File: src/logic/fcs_pkg.sv
/*
 * Constants and types shared by the flash command sequencer.
 * Assumes a 200 MHz system clock and a byte-wide flash macro beside it.
 */
package fcs_pkg;

    // Clock rate and operation times
    localparam int CLK_MHZ = 200;
    localparam int SECT_ERASE_MAX_MS = 30;
    localparam int CHIP_ERASE_MS = 30;
    localparam int PROG_MAX_US = 40;
    localparam int SEC_MAX_US = 40;
    localparam int SECT_ERASE_CYC = SECT_ERASE_MAX_MS * 1000 * CLK_MHZ;
    localparam int CHIP_ERASE_CYC = CHIP_ERASE_MS * 1000 * CLK_MHZ;
    localparam int PROG_CYC = PROG_MAX_US * CLK_MHZ;
    localparam int SEC_CYC = SEC_MAX_US * CLK_MHZ;

    // Flash addresses of the command pattern and the ID cells
    localparam logic [19:0] UNLOCK1_ADR = 20'h04555;
    localparam logic [19:0] UNLOCK2_ADR = 20'h04aaa;
    localparam logic [19:0] SEC_ADR = 20'h04f7f;
    localparam logic [19:0] ID_VENDOR_ADR = 20'h04000;
    localparam logic [19:0] ID_MACRO_ADR = 20'h04001;
    localparam logic [19:0] ID_SIZE_ADR = 20'h04002;
    localparam int SECT_LSB = 12;

    // Command data bytes
    localparam logic [7:0] UNLOCK1_DAT = 8'haa;
    localparam logic [7:0] UNLOCK2_DAT = 8'h55;
    localparam logic [7:0] CMD_PROG = 8'ha0;
    localparam logic [7:0] CMD_ERASE = 8'h80;
    localparam logic [7:0] CMD_ID_ENTRY = 8'h90;
    localparam logic [7:0] CMD_ID_EXIT = 8'hf0;
    localparam logic [7:0] CMD_SEC = 8'ha5;
    localparam logic [7:0] SUB_SECTOR = 8'h30;
    localparam logic [7:0] SUB_CHIP = 8'h10;
    localparam logic [7:0] SEC_DAT = 8'h00;
    localparam logic [7:0] ERASED_BYTE = 8'hff;
    localparam logic [7:0] SEC_ON_BYTE = 8'h00;
    localparam int TOGGLE_BIT = 6;

    // Size codes returned in ID mode
    localparam logic [7:0] SIZE_120K = 8'h1d;
    localparam logic [7:0] SIZE_60K = 8'h0e;
    localparam logic [7:0] SIZE_48K = 8'h0b;
    localparam logic [7:0] SIZE_32K = 8'h07;
    localparam logic [7:0] SIZE_24K = 8'h05;
    localparam logic [7:0] SIZE_16K = 8'h03;
    localparam logic [7:0] SIZE_8K = 8'h01;
    localparam logic [7:0] SIZE_4K = 8'h00;

    // Bus map
    localparam int WB_AW = 24;
    localparam int REG_SPACE_BIT = 23;
    localparam logic [7:0] REG_CTRL_OFS = 8'h00;
    localparam logic [7:0] REG_STAT_OFS = 8'h04;

    // Control register: command_enable_field
    localparam int CEN_LSB = 4;
    localparam logic [3:0] CEN_RUN = 4'h3;
    localparam logic [3:0] CEN_LOCK = 4'hc;

    // Status register bits
    localparam int ST_BUSY_BIT = 0;
    localparam int ST_ID_BIT = 1;
    localparam int ST_SEC_BIT = 2;
    localparam int ST_LDBLK_BIT = 3;
    localparam int ST_MODE_LSB = 4;

    typedef enum logic [1:0] {
        MODE_MCU,
        MODE_SERIAL,
        MODE_PARALLEL
    } fcs_mode_t;

endpackage : fcs_pkg

File: src/logic/fcs_sequencer.sv
/*
 * Flash command sequencer: Wishbone slave that decodes unlock command
 * sequences written into the flash window, starts operations on the
 * flash macro, reports progress by a toggling data bit, serves ID reads
 * and enforces the security protection.
 * Assumes a flash macro whose read data follows mac_adr_o combinationally
 * and which finishes each started operation within the counted time.
 */
// Chosen here: the address map and the Wishbone slave port.
// Behaviour
// - Sector erase clears one 4 kbyte sector chosen by sixth write address.
// - Sector erase accepted in MCU and serial modes, never in parallel.
// - Sector erase finishes within 30 ms of the last write.
// - No new command sequence runs while an operation is busy.
// - Busy reads flip bit 6 on every read; flipping stops when done.
// - First toggle read after starting an operation returns one.
// - Chip erase takes about 30 ms and leaves all bytes FFH.
// - ID mode returns maker byte at 04000H, macro byte at 04001H.
// - ID mode returns the size code at 04002H.
// - ID mode 04F7FH reads FFH unsecured, other value secured.
// - ID exit command returns reads to array contents.
// - Secured parallel mode blocks array reads and writes.
// - Secured serial mode refuses flash writes and RAM loader.
// - Only chip erase clears security protection.
// - Security set finishes within 40 us, toggling meanwhile.
// - Array reads unavailable while an operation runs.
// - Program and read per byte; erase per sector or whole array.
// - Watchdog held off while the serial RAM loader runs.
// - Commands run only with enable field 0011B; reset gives 1100B.
// - Unlock AAH at 04555H, 55H at 04AAAH, then the command byte.
`timescale 1ns/100ps
module fcs_sequencer #(
    parameter int SECT_ERASE_CYC = fcs_pkg::SECT_ERASE_CYC,
    parameter int CHIP_ERASE_CYC = fcs_pkg::CHIP_ERASE_CYC,
    parameter int PROG_CYC = fcs_pkg::PROG_CYC,
    parameter int SEC_CYC = fcs_pkg::SEC_CYC,
    // Arbitrary identification values
    parameter logic [7:0] VENDOR_ID = 8'h5a,
    parameter logic [7:0] MACRO_ID = 8'h3c,
    parameter logic [7:0] SIZE_CODE = fcs_pkg::SIZE_120K
) (
    // Clock and reset
    input wire logic clk_i,
    input wire logic rst_i,
    // Wishbone slave
    input wire logic cyc_i,
    input wire logic stb_i,
    input wire logic we_i,
    input wire logic [fcs_pkg::WB_AW-1:0] adr_i,
    input wire logic [3:0] sel_i,
    input wire logic [31:0] dat_i,
    output logic [31:0] dat_o,
    output logic ack_o,
    // Device mode
    input wire fcs_pkg::fcs_mode_t mode_i,
    input wire logic loader_active_i,
    // Flash macro
    output logic [19:0] mac_adr_o,
    output logic [7:0] mac_wdat_o,
    output logic mac_prog_o,
    output logic mac_sect_erase_o,
    output logic mac_chip_erase_o,
    output logic mac_sec_set_o,
    input wire logic [7:0] mac_rdat_i,
    input wire logic mac_secure_i,
    // Status
    output logic busy_o,
    output logic loader_blocked_o,
    output logic wdt_disable_o
);

    typedef enum logic [3:0] {
        ST_IDLE,
        ST_UNL1,
        ST_UNL2,
        ST_PROG,
        ST_ERA1,
        ST_ERA2,
        ST_ERA3,
        ST_SEC,
        ST_BUSY
    } fcs_state_t;

    fcs_state_t state;
    logic [31:0] busy_cnt;
    logic id_mode;
    logic tog;
    logic pend;
    logic [3:0] cen;

    logic req;
    logic is_reg;
    logic [19:0] fadr;
    logic [7:0] wdat;
    logic [7:0] rofs;
    logic run_en;
    logic busy;
    logic par_lock;
    logic prog_block;
    logic hit1;
    logic hit2;
    logic cmd_wr;
    logic rd_flash;
    logic rd_mac;
    logic [31:0] rd_word;

    // Request decode
    // A pending macro read must not be taken a second time
    assign req = cyc_i & stb_i & ~ack_o & ~pend;
    assign is_reg = adr_i[fcs_pkg::REG_SPACE_BIT];
    assign fadr = adr_i[21:2];
    assign wdat = dat_i[7:0];
    assign rofs = adr_i[7:0];
    assign busy = (state == ST_BUSY);
    assign run_en = (cen == fcs_pkg::CEN_RUN);
    assign par_lock = mac_secure_i & (mode_i == fcs_pkg::MODE_PARALLEL);
    // Secured parallel writes are refused by the same term
    // Secured serial write refusal
    assign prog_block = mac_secure_i & (mode_i != fcs_pkg::MODE_MCU);
    assign hit1 = (fadr == fcs_pkg::UNLOCK1_ADR)
        & (wdat == fcs_pkg::UNLOCK1_DAT);
    assign hit2 = (fadr == fcs_pkg::UNLOCK2_ADR)
        & (wdat == fcs_pkg::UNLOCK2_DAT);
    assign cmd_wr = req & we_i & ~is_reg & sel_i[0];
    assign rd_flash = req & ~we_i & ~is_reg;
    // Only plain array reads wait a cycle for the macro data
    assign rd_mac = rd_flash & ~busy & ~par_lock & ~id_mode;

    // Immediate read answers
    always_comb begin
        rd_word = 32'h0;
        if (is_reg) begin
            if (rofs == fcs_pkg::REG_CTRL_OFS) begin
                rd_word[fcs_pkg::CEN_LSB +: 4] = cen;
            end else if (rofs == fcs_pkg::REG_STAT_OFS) begin
                rd_word[fcs_pkg::ST_BUSY_BIT] = busy;
                rd_word[fcs_pkg::ST_ID_BIT] = id_mode;
                rd_word[fcs_pkg::ST_SEC_BIT] = mac_secure_i;
                rd_word[fcs_pkg::ST_LDBLK_BIT] = loader_blocked_o;
                rd_word[fcs_pkg::ST_MODE_LSB +: 2] = mode_i;
            end
        end else if (busy) begin
            rd_word[fcs_pkg::TOGGLE_BIT] = tog;
        end else if (par_lock) begin
            rd_word = 32'h0;
        end else if (id_mode) begin
            if (fadr == fcs_pkg::ID_VENDOR_ADR) begin
                rd_word[7:0] = VENDOR_ID;
            end else if (fadr == fcs_pkg::ID_MACRO_ADR) begin
                rd_word[7:0] = MACRO_ID;
            end else if (fadr == fcs_pkg::ID_SIZE_ADR) begin
                rd_word[7:0] = SIZE_CODE;
            end else if (fadr == fcs_pkg::SEC_ADR) begin
                rd_word[7:0] = mac_secure_i ? fcs_pkg::SEC_ON_BYTE
                    : fcs_pkg::ERASED_BYTE;
            end else begin
                rd_word[7:0] = fcs_pkg::ERASED_BYTE;
            end
        end
    end

    // Bus answer: one edge for registers, two for macro reads
    // Macro data is valid one edge after mac_adr_o is loaded
    always_ff @(posedge clk_i) begin
        if (rst_i) begin
            ack_o <= 1'b0;
            pend <= 1'b0;
            dat_o <= 32'h0;
        end else begin
            ack_o <= 1'b0;
            if (pend) begin
                pend <= 1'b0;
                ack_o <= 1'b1;
                dat_o <= {24'h0, mac_rdat_i};
            end else if (req) begin
                if (rd_mac) begin
                    pend <= 1'b1;
                end else begin
                    ack_o <= 1'b1;
                    dat_o <= we_i ? 32'h0 : rd_word;
                end
            end
        end
    end

    // Control register
    always_ff @(posedge clk_i) begin
        if (rst_i) begin
            cen <= fcs_pkg::CEN_LOCK;
        end else if (req & we_i & is_reg & sel_i[0]
                     & (rofs == fcs_pkg::REG_CTRL_OFS)) begin
            cen <= dat_i[fcs_pkg::CEN_LSB +: 4];
        end
    end

    // Status outputs
    always_ff @(posedge clk_i) begin
        if (rst_i) begin
            busy_o <= 1'b0;
            loader_blocked_o <= 1'b0;
            wdt_disable_o <= 1'b0;
        end else begin
            busy_o <= busy;
            loader_blocked_o <= mac_secure_i
                & (mode_i == fcs_pkg::MODE_SERIAL);
            // Level flags, recomputed every cycle from the mode pins
            // Watchdog off in loader
            wdt_disable_o <= loader_active_i
                & (mode_i == fcs_pkg::MODE_SERIAL);
        end
    end

    // Toggle bit: any busy flash read flips it; software polls one
    // address, so the exact address is not compared
    always_ff @(posedge clk_i) begin
        if (rst_i) begin
            tog <= 1'b1;
        end else if (!busy) begin
            tog <= 1'b1;
        end else if (rd_flash) begin
            tog <= ~tog;
        end
    end

    // Command decoder and operation timer
    always_ff @(posedge clk_i) begin
        if (rst_i) begin
            state <= ST_IDLE;
            busy_cnt <= 32'h0;
            id_mode <= 1'b0;
            mac_adr_o <= 20'h0;
            mac_wdat_o <= 8'h0;
            mac_prog_o <= 1'b0;
            mac_sect_erase_o <= 1'b0;
            mac_chip_erase_o <= 1'b0;
            mac_sec_set_o <= 1'b0;
        end else begin
            mac_prog_o <= 1'b0;
            mac_sect_erase_o <= 1'b0;
            mac_chip_erase_o <= 1'b0;
            mac_sec_set_o <= 1'b0;
            if (rd_mac) begin
                mac_adr_o <= fadr;
            end
            if (busy) begin
                // Counting from N-1 keeps the state busy N cycles
                // Writes ignored until done
                if (busy_cnt == 32'h0) begin
                    state <= ST_IDLE;
                end else begin
                    busy_cnt <= busy_cnt - 32'h1;
                end
            end else if (cmd_wr) begin
                if (!run_en) begin
                    state <= ST_IDLE;
                end else begin
                    state <= ST_IDLE;
                    unique case (state)
                        ST_IDLE: begin
                            if (id_mode
                                && wdat == fcs_pkg::CMD_ID_EXIT) begin
                                // A lone F0H anywhere leaves ID mode
                                // Short exit form
                                id_mode <= 1'b0;
                            end else if (hit1) begin
                                state <= ST_UNL1;
                            end
                        end
                        ST_UNL1: begin
                            if (hit2) begin
                                state <= ST_UNL2;
                            end
                        end
                        ST_UNL2: begin
                            if (fadr == fcs_pkg::UNLOCK1_ADR) begin
                                if (wdat == fcs_pkg::CMD_PROG) begin
                                    state <= ST_PROG;
                                end else if (wdat == fcs_pkg::CMD_ERASE) begin
                                    state <= ST_ERA1;
                                end else if (wdat == fcs_pkg::CMD_SEC) begin
                                    state <= ST_SEC;
                                end else if (wdat
                                    == fcs_pkg::CMD_ID_ENTRY) begin
                                    id_mode <= 1'b1;
                                end else if (wdat
                                    == fcs_pkg::CMD_ID_EXIT) begin
                                    id_mode <= 1'b0;
                                end
                            end
                        end
                        ST_PROG: begin
                            if (!prog_block) begin
                                state <= ST_BUSY;
                                busy_cnt <= 32'(PROG_CYC - 1);
                                mac_adr_o <= fadr;
                                mac_wdat_o <= wdat;
                                mac_prog_o <= 1'b1;
                            end
                        end
                        ST_ERA1: begin
                            if (hit1) begin
                                state <= ST_ERA2;
                            end
                        end
                        ST_ERA2: begin
                            if (hit2) begin
                                state <= ST_ERA3;
                            end
                        end
                        ST_ERA3: begin
                            if (wdat == fcs_pkg::SUB_CHIP
                                && fadr == fcs_pkg::UNLOCK1_ADR) begin
                                // Allowed when secured: the only way out
                                // Whole array to FFH
                                state <= ST_BUSY;
                                busy_cnt <= 32'(CHIP_ERASE_CYC - 1);
                                mac_chip_erase_o <= 1'b1;
                            end else if (wdat == fcs_pkg::SUB_SECTOR
                                && mode_i != fcs_pkg::MODE_PARALLEL) begin
                                state <= ST_BUSY;
                                busy_cnt <= 32'(SECT_ERASE_CYC - 1);
                                mac_adr_o <= {fadr[19:fcs_pkg::SECT_LSB],
                                    12'h000};
                                mac_sect_erase_o <= 1'b1;
                            end
                        end
                        ST_SEC: begin
                            if (fadr == fcs_pkg::SEC_ADR
                                && wdat == fcs_pkg::SEC_DAT) begin
                                state <= ST_BUSY;
                                busy_cnt <= 32'(SEC_CYC - 1);
                                mac_sec_set_o <= 1'b1;
                            end
                        end
                        ST_BUSY: begin
                            state <= ST_BUSY;
                        end
                    endcase
                end
            end
        end
    end

endmodule : fcs_sequencer

File: config.mk
export PLATFORM = sky130hd
export DESIGN_NAME = fcs_sequencer
export DESIGN_NICKNAME = d
export VERILOG_FILES = /design/src/logic/fcs_pkg.sv /design/src/logic/fcs_sequencer.sv
export SDC_FILE = /design/constraint.sdc
export NUM_CORES = 1
export LEC_CHECK = 0
export BUFFER_PORTS_ARGS = -buffer_cell sky130_fd_sc_hd__buf_2
export CAP_MARGIN = 40
export CORE_MARGIN = 2
export CORE_UTILIZATION = 58
export CTS_BUF_LIST = sky130_fd_sc_hd__clkbuf_8
export CTS_CLUSTER_SIZE = 40
export DETAILED_ROUTE_END_ITERATION = 10
export PLACE_DENSITY = 0.86
export SYNTH_ARGS = -nofsm -noshare
export SYNTH_HDL_FRONTEND = slang
export SYNTH_SLANG_ARGS = --single-unit
File: constraint.sdc
create_clock -name clk_i -period 3.6 [get_ports clk_i]
set_input_delay 0.18 -clock clk_i [delete_from_list [all_inputs] [get_ports clk_i]]
set_output_delay 0.18 -clock clk_i [all_outputs]
set_load 0.005 [all_outputs]
# Word level (Yosys, flattened, before mapping)
# Cells that the tools add are included.
# totals
reg_bits,111
inputBits,77
out_inout_bits,68
# classes
addsub,1
n_eq_ne,40
muxes,71
bitwise_logic,36
reduce_logical,27
# op_table
operator,n
32-bit two-way mux,9
20-bit two-way mux,7
20-bit by 15-bit equality test with 1-bit output (second input constant),6
32-bit one-hot mux with 3 select lines,1
8-bit two-way mux,11
8-bit equality test (second input constant),6
20-bit one-hot mux with 2 select lines,1
4-bit two-way mux,9
32-bit logical NOT,1
4-bit one-hot mux with 8 select lines,1
32-bit by 1-bit subtractor with 32-bit output (second input constant),1
24-bit two-way mux,1
1-bit AND,20
1-bit two-way mux,19
3-bit two-way mux,6
4-bit by 3-bit equality test with 1-bit output (second input constant),4
8-bit logical NOT,2
2-bit != test (second input constant),8
1-bit NOT,16
5-bit OR reduction,3
4-bit by 2-bit equality test with 1-bit output (second input constant),3
6-bit two-way mux,2
10-bit AND reduction,1
2-bit nonzero test,5
other kinds (22),32

# Longest topological paths before layout
# logic_depth
ltp_word,15
ltp_mapped,10

# Worst setup path after synthesis
# Ideal clock, no wire load.
# synth_path
path_type,register to register
from,register busy_cnt[23]
to,register busy_cnt[31]
setup_time_ns,0.120
arrival_ns,2.334
slack_ns,1.146
stages_incl_launch_ff,9
synth_period_minus_slack_ns,2.454
path_cell_list,dfxtp_1 > or4_4 > or3_4 > nor4_4 > a211o_1 > buf_6 > buf_12 > nor3_2 > a211o_1
# synth_between
elab_chain_cells,3
elab_cells_between_ends,6
classes_between,add/sub (1); eq/ne (1); mux (2); reduce/logical (2)
# synth_rtl
element,line,rtl
"start, declared",fcs_sequencer.sv:85,logic [31:0] busy_cnt;
"start signal, assigned",fcs_sequencer.sv:251,busy_cnt <= busy_cnt - 32'h1;
"start signal, assigned",fcs_sequencer.sv:294,busy_cnt <= 32'(PROG_CYC - 1);
"start signal, assigned",fcs_sequencer.sv:316,busy_cnt <= 32'(CHIP_ERASE_CYC - 1);
32-bit by 1-bit subtractor with 32-bit output or 32-bit logical NOT (tied branches),"fcs_sequencer.sv:251, fcs_sequencer.sv:248",
32-bit two-way mux or 2-bit != test (tied branches),--,
32-bit two-way mux or 7-bit AND reduction (tied branches),--,
# Several ways; a longest one is shown, not always the timed one. The select of a mux whose other input is x is not followed.
# A chain may end at the register's enable or synchronous reset.

# Worst setup path after layout
# layout_path
from,register state[0]
to,register busy_cnt[23]
# layout_between
elab_chain_cells,5
elab_cells_between_ends,16
classes_between,eq/ne (8); mux (4); reduce/logical (4)
# layout_rtl
element,line,rtl
"start, declared",fcs_sequencer.sv:84,fcs_state_t state;
"start signal, assigned",fcs_sequencer.sv:228,state <= ST_IDLE;
"start signal, assigned",fcs_sequencer.sv:249,state <= ST_IDLE;
"start signal, assigned",fcs_sequencer.sv:255,state <= ST_IDLE;
4-bit by 3-bit equality test with 1-bit output or 4-bit by 2-bit equality test with 1-bit output (tied branches),fcs_sequencer.sv:258,unique case (state)
32-bit one-hot mux with 3 select lines,fcs_sequencer.sv:258,
32-bit two-way mux,fcs_sequencer.sv:254,if (!run_en) begin
32-bit two-way mux,fcs_sequencer.sv:253,end else if (cmd_wr) begin
32-bit two-way mux,fcs_sequencer.sv:245,if (busy) begin
# Several ways; a longest one is shown, not always the timed one. The select of a mux whose other input is x is not followed.

==> impl_metrics.xml <==
<?xml version="1.0" encoding="UTF-8"?>
<metrics>
  <group name="power_and_ir_drop">
    <metric name="leakage" unit="nW">2.311</metric>
    <metric name="p_per_area" unit="mW/mm^2">343.7</metric>
    <metric name="peakVddDrop" unit="uV">276.3</metric>
  </group>
  <group name="detailed_routing">
    <metric name="post_drt_wl_per_cell" unit="microns">17.55</metric>
    <metric name="detail_route.wirelength" unit="microns">13600</metric>
    <metric name="total_via_count_in_the_routed_design" unit="">4984</metric>
    <metric name="first_pass_iters" unit="">5</metric>
    <metric name="ant_nets" unit="">0</metric>
    <metric name="post_drt_via_cell_ratio" unit="">6.431</metric>
    <metric name="detail_route.drc_violations" unit="">0</metric>
    <metric name="detailedRoute.firstIterationViolations" unit="">386</metric>
  </group>
  <group name="die">
    <metric name="floorplan.core_area" unit="sq mm">0.008299</metric>
    <metric name="io_count" unit="">145</metric>
    <metric name="placement_rows" unit="">33</metric>
    <metric name="initial_utilization" unit="%">60.27</metric>
    <metric name="floorplan.die.height" unit="microns">96.87</metric>
    <metric name="die-width" unit="microns">96.87</metric>
    <metric name="design.die.area" unit="sq mm">0.009384</metric>
  </group>
  <group name="sta">
    <metric name="setup_viol_count_final" unit="">0</metric>
    <metric name="grt_setup_unrepaired" unit="">no</metric>
    <metric name="final.setup.tns" unit="ps">0</metric>
    <metric name="clock_skew" unit="ps">9.931</metric>
    <metric name="post-route-min-period" unit="ps">2920</metric>
    <metric name="headroom_to_the_max_slew_limit" unit="%">50.01</metric>
    <metric name="worst_pin_slew" unit="ps">743.0</metric>
    <metric name="slew_viol_final" unit="">0</metric>
    <metric name="timing_hold_violations_final" unit="">0</metric>
    <metric name="final_min_period_over_clock_period" unit="%">81.11</metric>
    <metric name="maxClockFrequency" unit="GHz">0.3425</metric>
    <metric name="finalHoldWorstSlack" unit="ps">30.30</metric>
  </group>
  <group name="synth">
    <metric name="synth_area_leaders" unit="">sky130_fd_sc_hd__dfxtp_1 35%, sky130_fd_sc_hd__a21oi_1 4.7%, sky130_fd_sc_hd__nand2_1 4.0%</metric>
    <metric name="synth.yosys.warnings" unit="">0</metric>
    <metric name="synth.yosys.seq_area_share" unit="%">34.82</metric>
    <metric name="post-synth-top-area-fraction" unit="%">34.82</metric>
    <metric name="post_synth.cell_area_avg" unit="sq um">8.493</metric>
    <metric name="synth-edff-count" unit="">0</metric>
    <metric name="most_used_flip_flop_cell_after_synthesis" unit="">sky130_fd_sc_hd__dfxtp_1</metric>
    <metric name="syn_area" unit="sq mm">0.005002</metric>
    <metric name="register_bit_count_reported_by_yosys" unit="">87</metric>
    <metric name="synth-async-reset-ratio" unit="%">0</metric>
    <metric name="syn_inst" unit="">589</metric>
    <metric name="distinct_cells_synth" unit="">89</metric>
    <metric name="synth_largest_area_cell" unit="">sky130_fd_sc_hd__dfxtp_1</metric>
  </group>
  <group name="clock_tree">
    <metric name="cts_setup_buffers" unit="">0</metric>
    <metric name="clk_latency_worst_skew_pair" unit="ps">370</metric>
    <metric name="clock_tree.htree_level_count" unit="">3</metric>
    <metric name="cts.reportedPaths.clkPinSlew" unit="ps">100</metric>
    <metric name="cts_repair_resize_count" unit="">0</metric>
    <metric name="clock-sinks" unit="">87</metric>
    <metric name="clk_root_buffer_cell" unit="">sky130_fd_sc_hd__clkbuf_8</metric>
    <metric name="clock_path_buffers" unit="">2</metric>
    <metric name="hold_buffers" unit="">0</metric>
    <metric name="cts_tree" unit="">done</metric>
    <metric name="cts-buffers-inserted" unit="">9</metric>
  </group>
  <group name="run_status">
    <metric name="outcome" unit="">finished clean</metric>
  </group>
  <group name="critical_path">
    <metric name="timing.critical_path.to_type" unit="">register</metric>
    <metric name="timing.critical_path.from_type" unit="">register</metric>
    <metric name="reg2reg_from" unit="">state[0]$_SDFFE_PP0P_</metric>
    <metric name="critPathKind" unit="">reg -&gt; reg</metric>
    <metric name="crit_path_start" unit="">state[0]$_SDFFE_PP0P_</metric>
    <metric name="cp_data_required_time" unit="ps">3840</metric>
    <metric name="arrival" unit="ps">3160</metric>
    <metric name="worstPathMaxFanout" unit="">17</metric>
  </group>
  <group name="place">
    <metric name="place_area" unit="sq mm">0.005295</metric>
    <metric name="placed_wire_length_estimate_after_detailed_placement" unit="microns">9656</metric>
    <metric name="gpl.final_weighted_congestion" unit="">0.8634</metric>
    <metric name="buffer_ports.inserted" unit="">92</metric>
  </group>
  <group name="flow_run">
    <metric name="number_of_maximum_capacitance_violations" unit="">0</metric>
  </group>
  <group name="global_routing">
    <metric name="globalRouteOverflowTotal" unit="">0</metric>
    <metric name="use_met3" unit="%">6.503</metric>
    <metric name="number_of_global_route_vias_before_repair" unit="">4743</metric>
    <metric name="largest_net_degree_at_the_start_of_global_routing" unit="">47</metric>
    <metric name="grt_util_all_layers" unit="%">28.10</metric>
    <metric name="grt_first_pass_wirelength" unit="microns">22340</metric>
    <metric name="global_route.peak_usage_layer" unit="">met2</metric>
    <metric name="gr-usage-met1" unit="%">35.22</metric>
    <metric name="antenna_found_initial" unit="">0</metric>
    <metric name="grtUsageMet2" unit="%">46.47</metric>
  </group>
  <group name="worst_hold_path">
    <metric name="hold_path.class" unit="">in -&gt; reg</metric>
    <metric name="worstHoldStart" unit="">adr_i[20]</metric>
  </group>
  <group name="cells_and_area">
    <metric name="final_layout_size_suffix_gt1_share" unit="%">21.64</metric>
    <metric name="fin_area" unit="sq mm">0.005522</metric>
    <metric name="antenna_cells" unit="">0</metric>
    <metric name="final_core_util" unit="%">66.53</metric>
    <metric name="syn2layout_area_growth" unit="%">10.38</metric>
    <metric name="finalNetCount" unit="">743</metric>
  </group>
</metrics>
-- per-stage QoR --
step	worst slack (ps)	power, mW	std cells
2_1_floorplan	1146	1.086	612
3_3_place_gp	674.9	1.119	759
3_5_place_dp	610.3	1.124	759
4_1_cts	716.9	1.896	775
5_1_grt	444.1	1.957	775
6_report	679.9	1.898	775
-- final timing paths --
kind,end,cells after the start,slack (ps)
hold reg to reg,mac_wdat_o[4]$_SDFFE_PP0P_,2,460
setup reg to reg,busy_cnt[23]$_SDFFE_PP0P_,6,680
hold / removal,mac_adr_o[18]$_SDFF_PP0_,2,30
setup / recovery,busy_cnt[23]$_SDFFE_PP0P_,6,680
-- area by class of cell --
type                            count  area (sq um)
Multi-Input combinational cell    454          2845
Fill cell                         688          2778
Sequential cell                    87          1742
Timing Repair Buffer              102         535.5
Tap cell                          105         131.4
Clock buffer                        9         123.9
Clock inverter                      7         102.6
Inverter                           11         41.29
-- cell usage after synthesis (3+ instances only) --
library cell                count
sky130_fd_sc_hd__a31oi_1       12
sky130_fd_sc_hd__a21oi_1       47
sky130_fd_sc_hd__clkbuf_1      21
sky130_fd_sc_hd__o21a_1         3
sky130_fd_sc_hd__or3_1          7
sky130_fd_sc_hd__mux2i_1        7
sky130_fd_sc_hd__nand3b_1       5
sky130_fd_sc_hd__buf_4         24
sky130_fd_sc_hd__and4_1         6
sky130_fd_sc_hd__o21ai_0       23
sky130_fd_sc_hd__nand2_1       53
sky130_fd_sc_hd__nor3_1        25
sky130_fd_sc_hd__buf_2          4
sky130_fd_sc_hd__and3_1        13
sky130_fd_sc_hd__nand4_1       10
sky130_fd_sc_hd__nand3_1       28
sky130_fd_sc_hd__a311oi_1       5
sky130_fd_sc_hd__or4_1          6
sky130_fd_sc_hd__dfxtp_1       87
sky130_fd_sc_hd__inv_1          9
sky130_fd_sc_hd__clkbuf_8       5
sky130_fd_sc_hd__o2bb2ai_1      3
sky130_fd_sc_hd__a32o_1         3
sky130_fd_sc_hd__nand2b_1       7
sky130_fd_sc_hd__a211o_1        5
sky130_fd_sc_hd__o41ai_1        3
sky130_fd_sc_hd__o32ai_1        4
sky130_fd_sc_hd__a211oi_1       5
sky130_fd_sc_hd__o31ai_1       10
sky130_fd_sc_hd__nor2_1        39
sky130_fd_sc_hd__o311ai_0       6
sky130_fd_sc_hd__nor4_1        17
sky130_fd_sc_hd__a22o_1        17
-- power by group --
| part | internal, mW | switching, mW | total, mW | leakage [nW] |
|---|---|---|---|---|
| sequential | 0.969 | 0.00460 | 0.974 | 0.702 |
| combinational | 0.0483 | 0.0828 | 0.131 | 1.50 |
| clock | 0.400 | 0.393 | 0.793 | 0.111 |
| total | 1.42 | 0.480 | 1.90 | 2.31 |
-- routing by layer --
layer,part of all wire (%),vias to the layer above,wire (microns)
li1,-,2344,-
met5,0,-,0
met2,48,268,6563
met4,2.2,0,300
met1,42,2337,5695
met3,7.7,35,1042
-- registers in the layout, summed over array words and instances (netlist names), 4 cells and up --
register / count
busy_cnt: 32
mac_adr_o: 20
dat_o: 8
mac_wdat_o: 8
cen: 4
state: 4
-- cell usage in the layout (no fill, tap or decap), types with 6 or more instances in the layout --
master,n
sky130_fd_sc_hd__a21oi_1,47
sky130_fd_sc_hd__a22o_1,17
sky130_fd_sc_hd__a31oi_1,12
sky130_fd_sc_hd__and3_1,13
sky130_fd_sc_hd__and4_1,6
sky130_fd_sc_hd__buf_2,92
sky130_fd_sc_hd__buf_4,10
sky130_fd_sc_hd__clkbuf_8,9
sky130_fd_sc_hd__conb_1,24
sky130_fd_sc_hd__dfxtp_1,87
sky130_fd_sc_hd__inv_1,9
sky130_fd_sc_hd__mux2i_1,7
sky130_fd_sc_hd__nand2_1,53
sky130_fd_sc_hd__nand2b_1,7
sky130_fd_sc_hd__nand3_1,28
sky130_fd_sc_hd__nand4_1,10
sky130_fd_sc_hd__nor2_1,39
sky130_fd_sc_hd__nor3_1,25
sky130_fd_sc_hd__nor4_1,17
sky130_fd_sc_hd__o21ai_0,23
sky130_fd_sc_hd__o311ai_0,6
sky130_fd_sc_hd__o31ai_1,10
sky130_fd_sc_hd__or3_1,7
sky130_fd_sc_hd__or4_1,6
-- critical path, cell delays in order, from the launching register on --
cell and delay, ps:
sky130_fd_sc_hd__dfxtp_1 590, sky130_fd_sc_hd__or4b_1 500, sky130_fd_sc_hd__nor4_1 360, sky130_fd_sc_hd__a31oi_1 240, sky130_fd_sc_hd__or2_1 520, sky130_fd_sc_hd__o311ai_0 440, sky130_fd_sc_hd__o21ai_0 130
-- logic make-up after synthesis --
group | count (synthesis) | share of synthesized area, %
simple gates | 252 | 29.36
compound gates | 166 | 23.26
flops | 87 | 34.82
buf+inv | 71 | 10.03
mux | 9 | 1.851
xor+xnor | 2 | 0.3502
fa+ha+maj | 1 | 0.2501
other cells | 1 | 0.07497
Note: power is estimated with default switching activity, not from simulation.
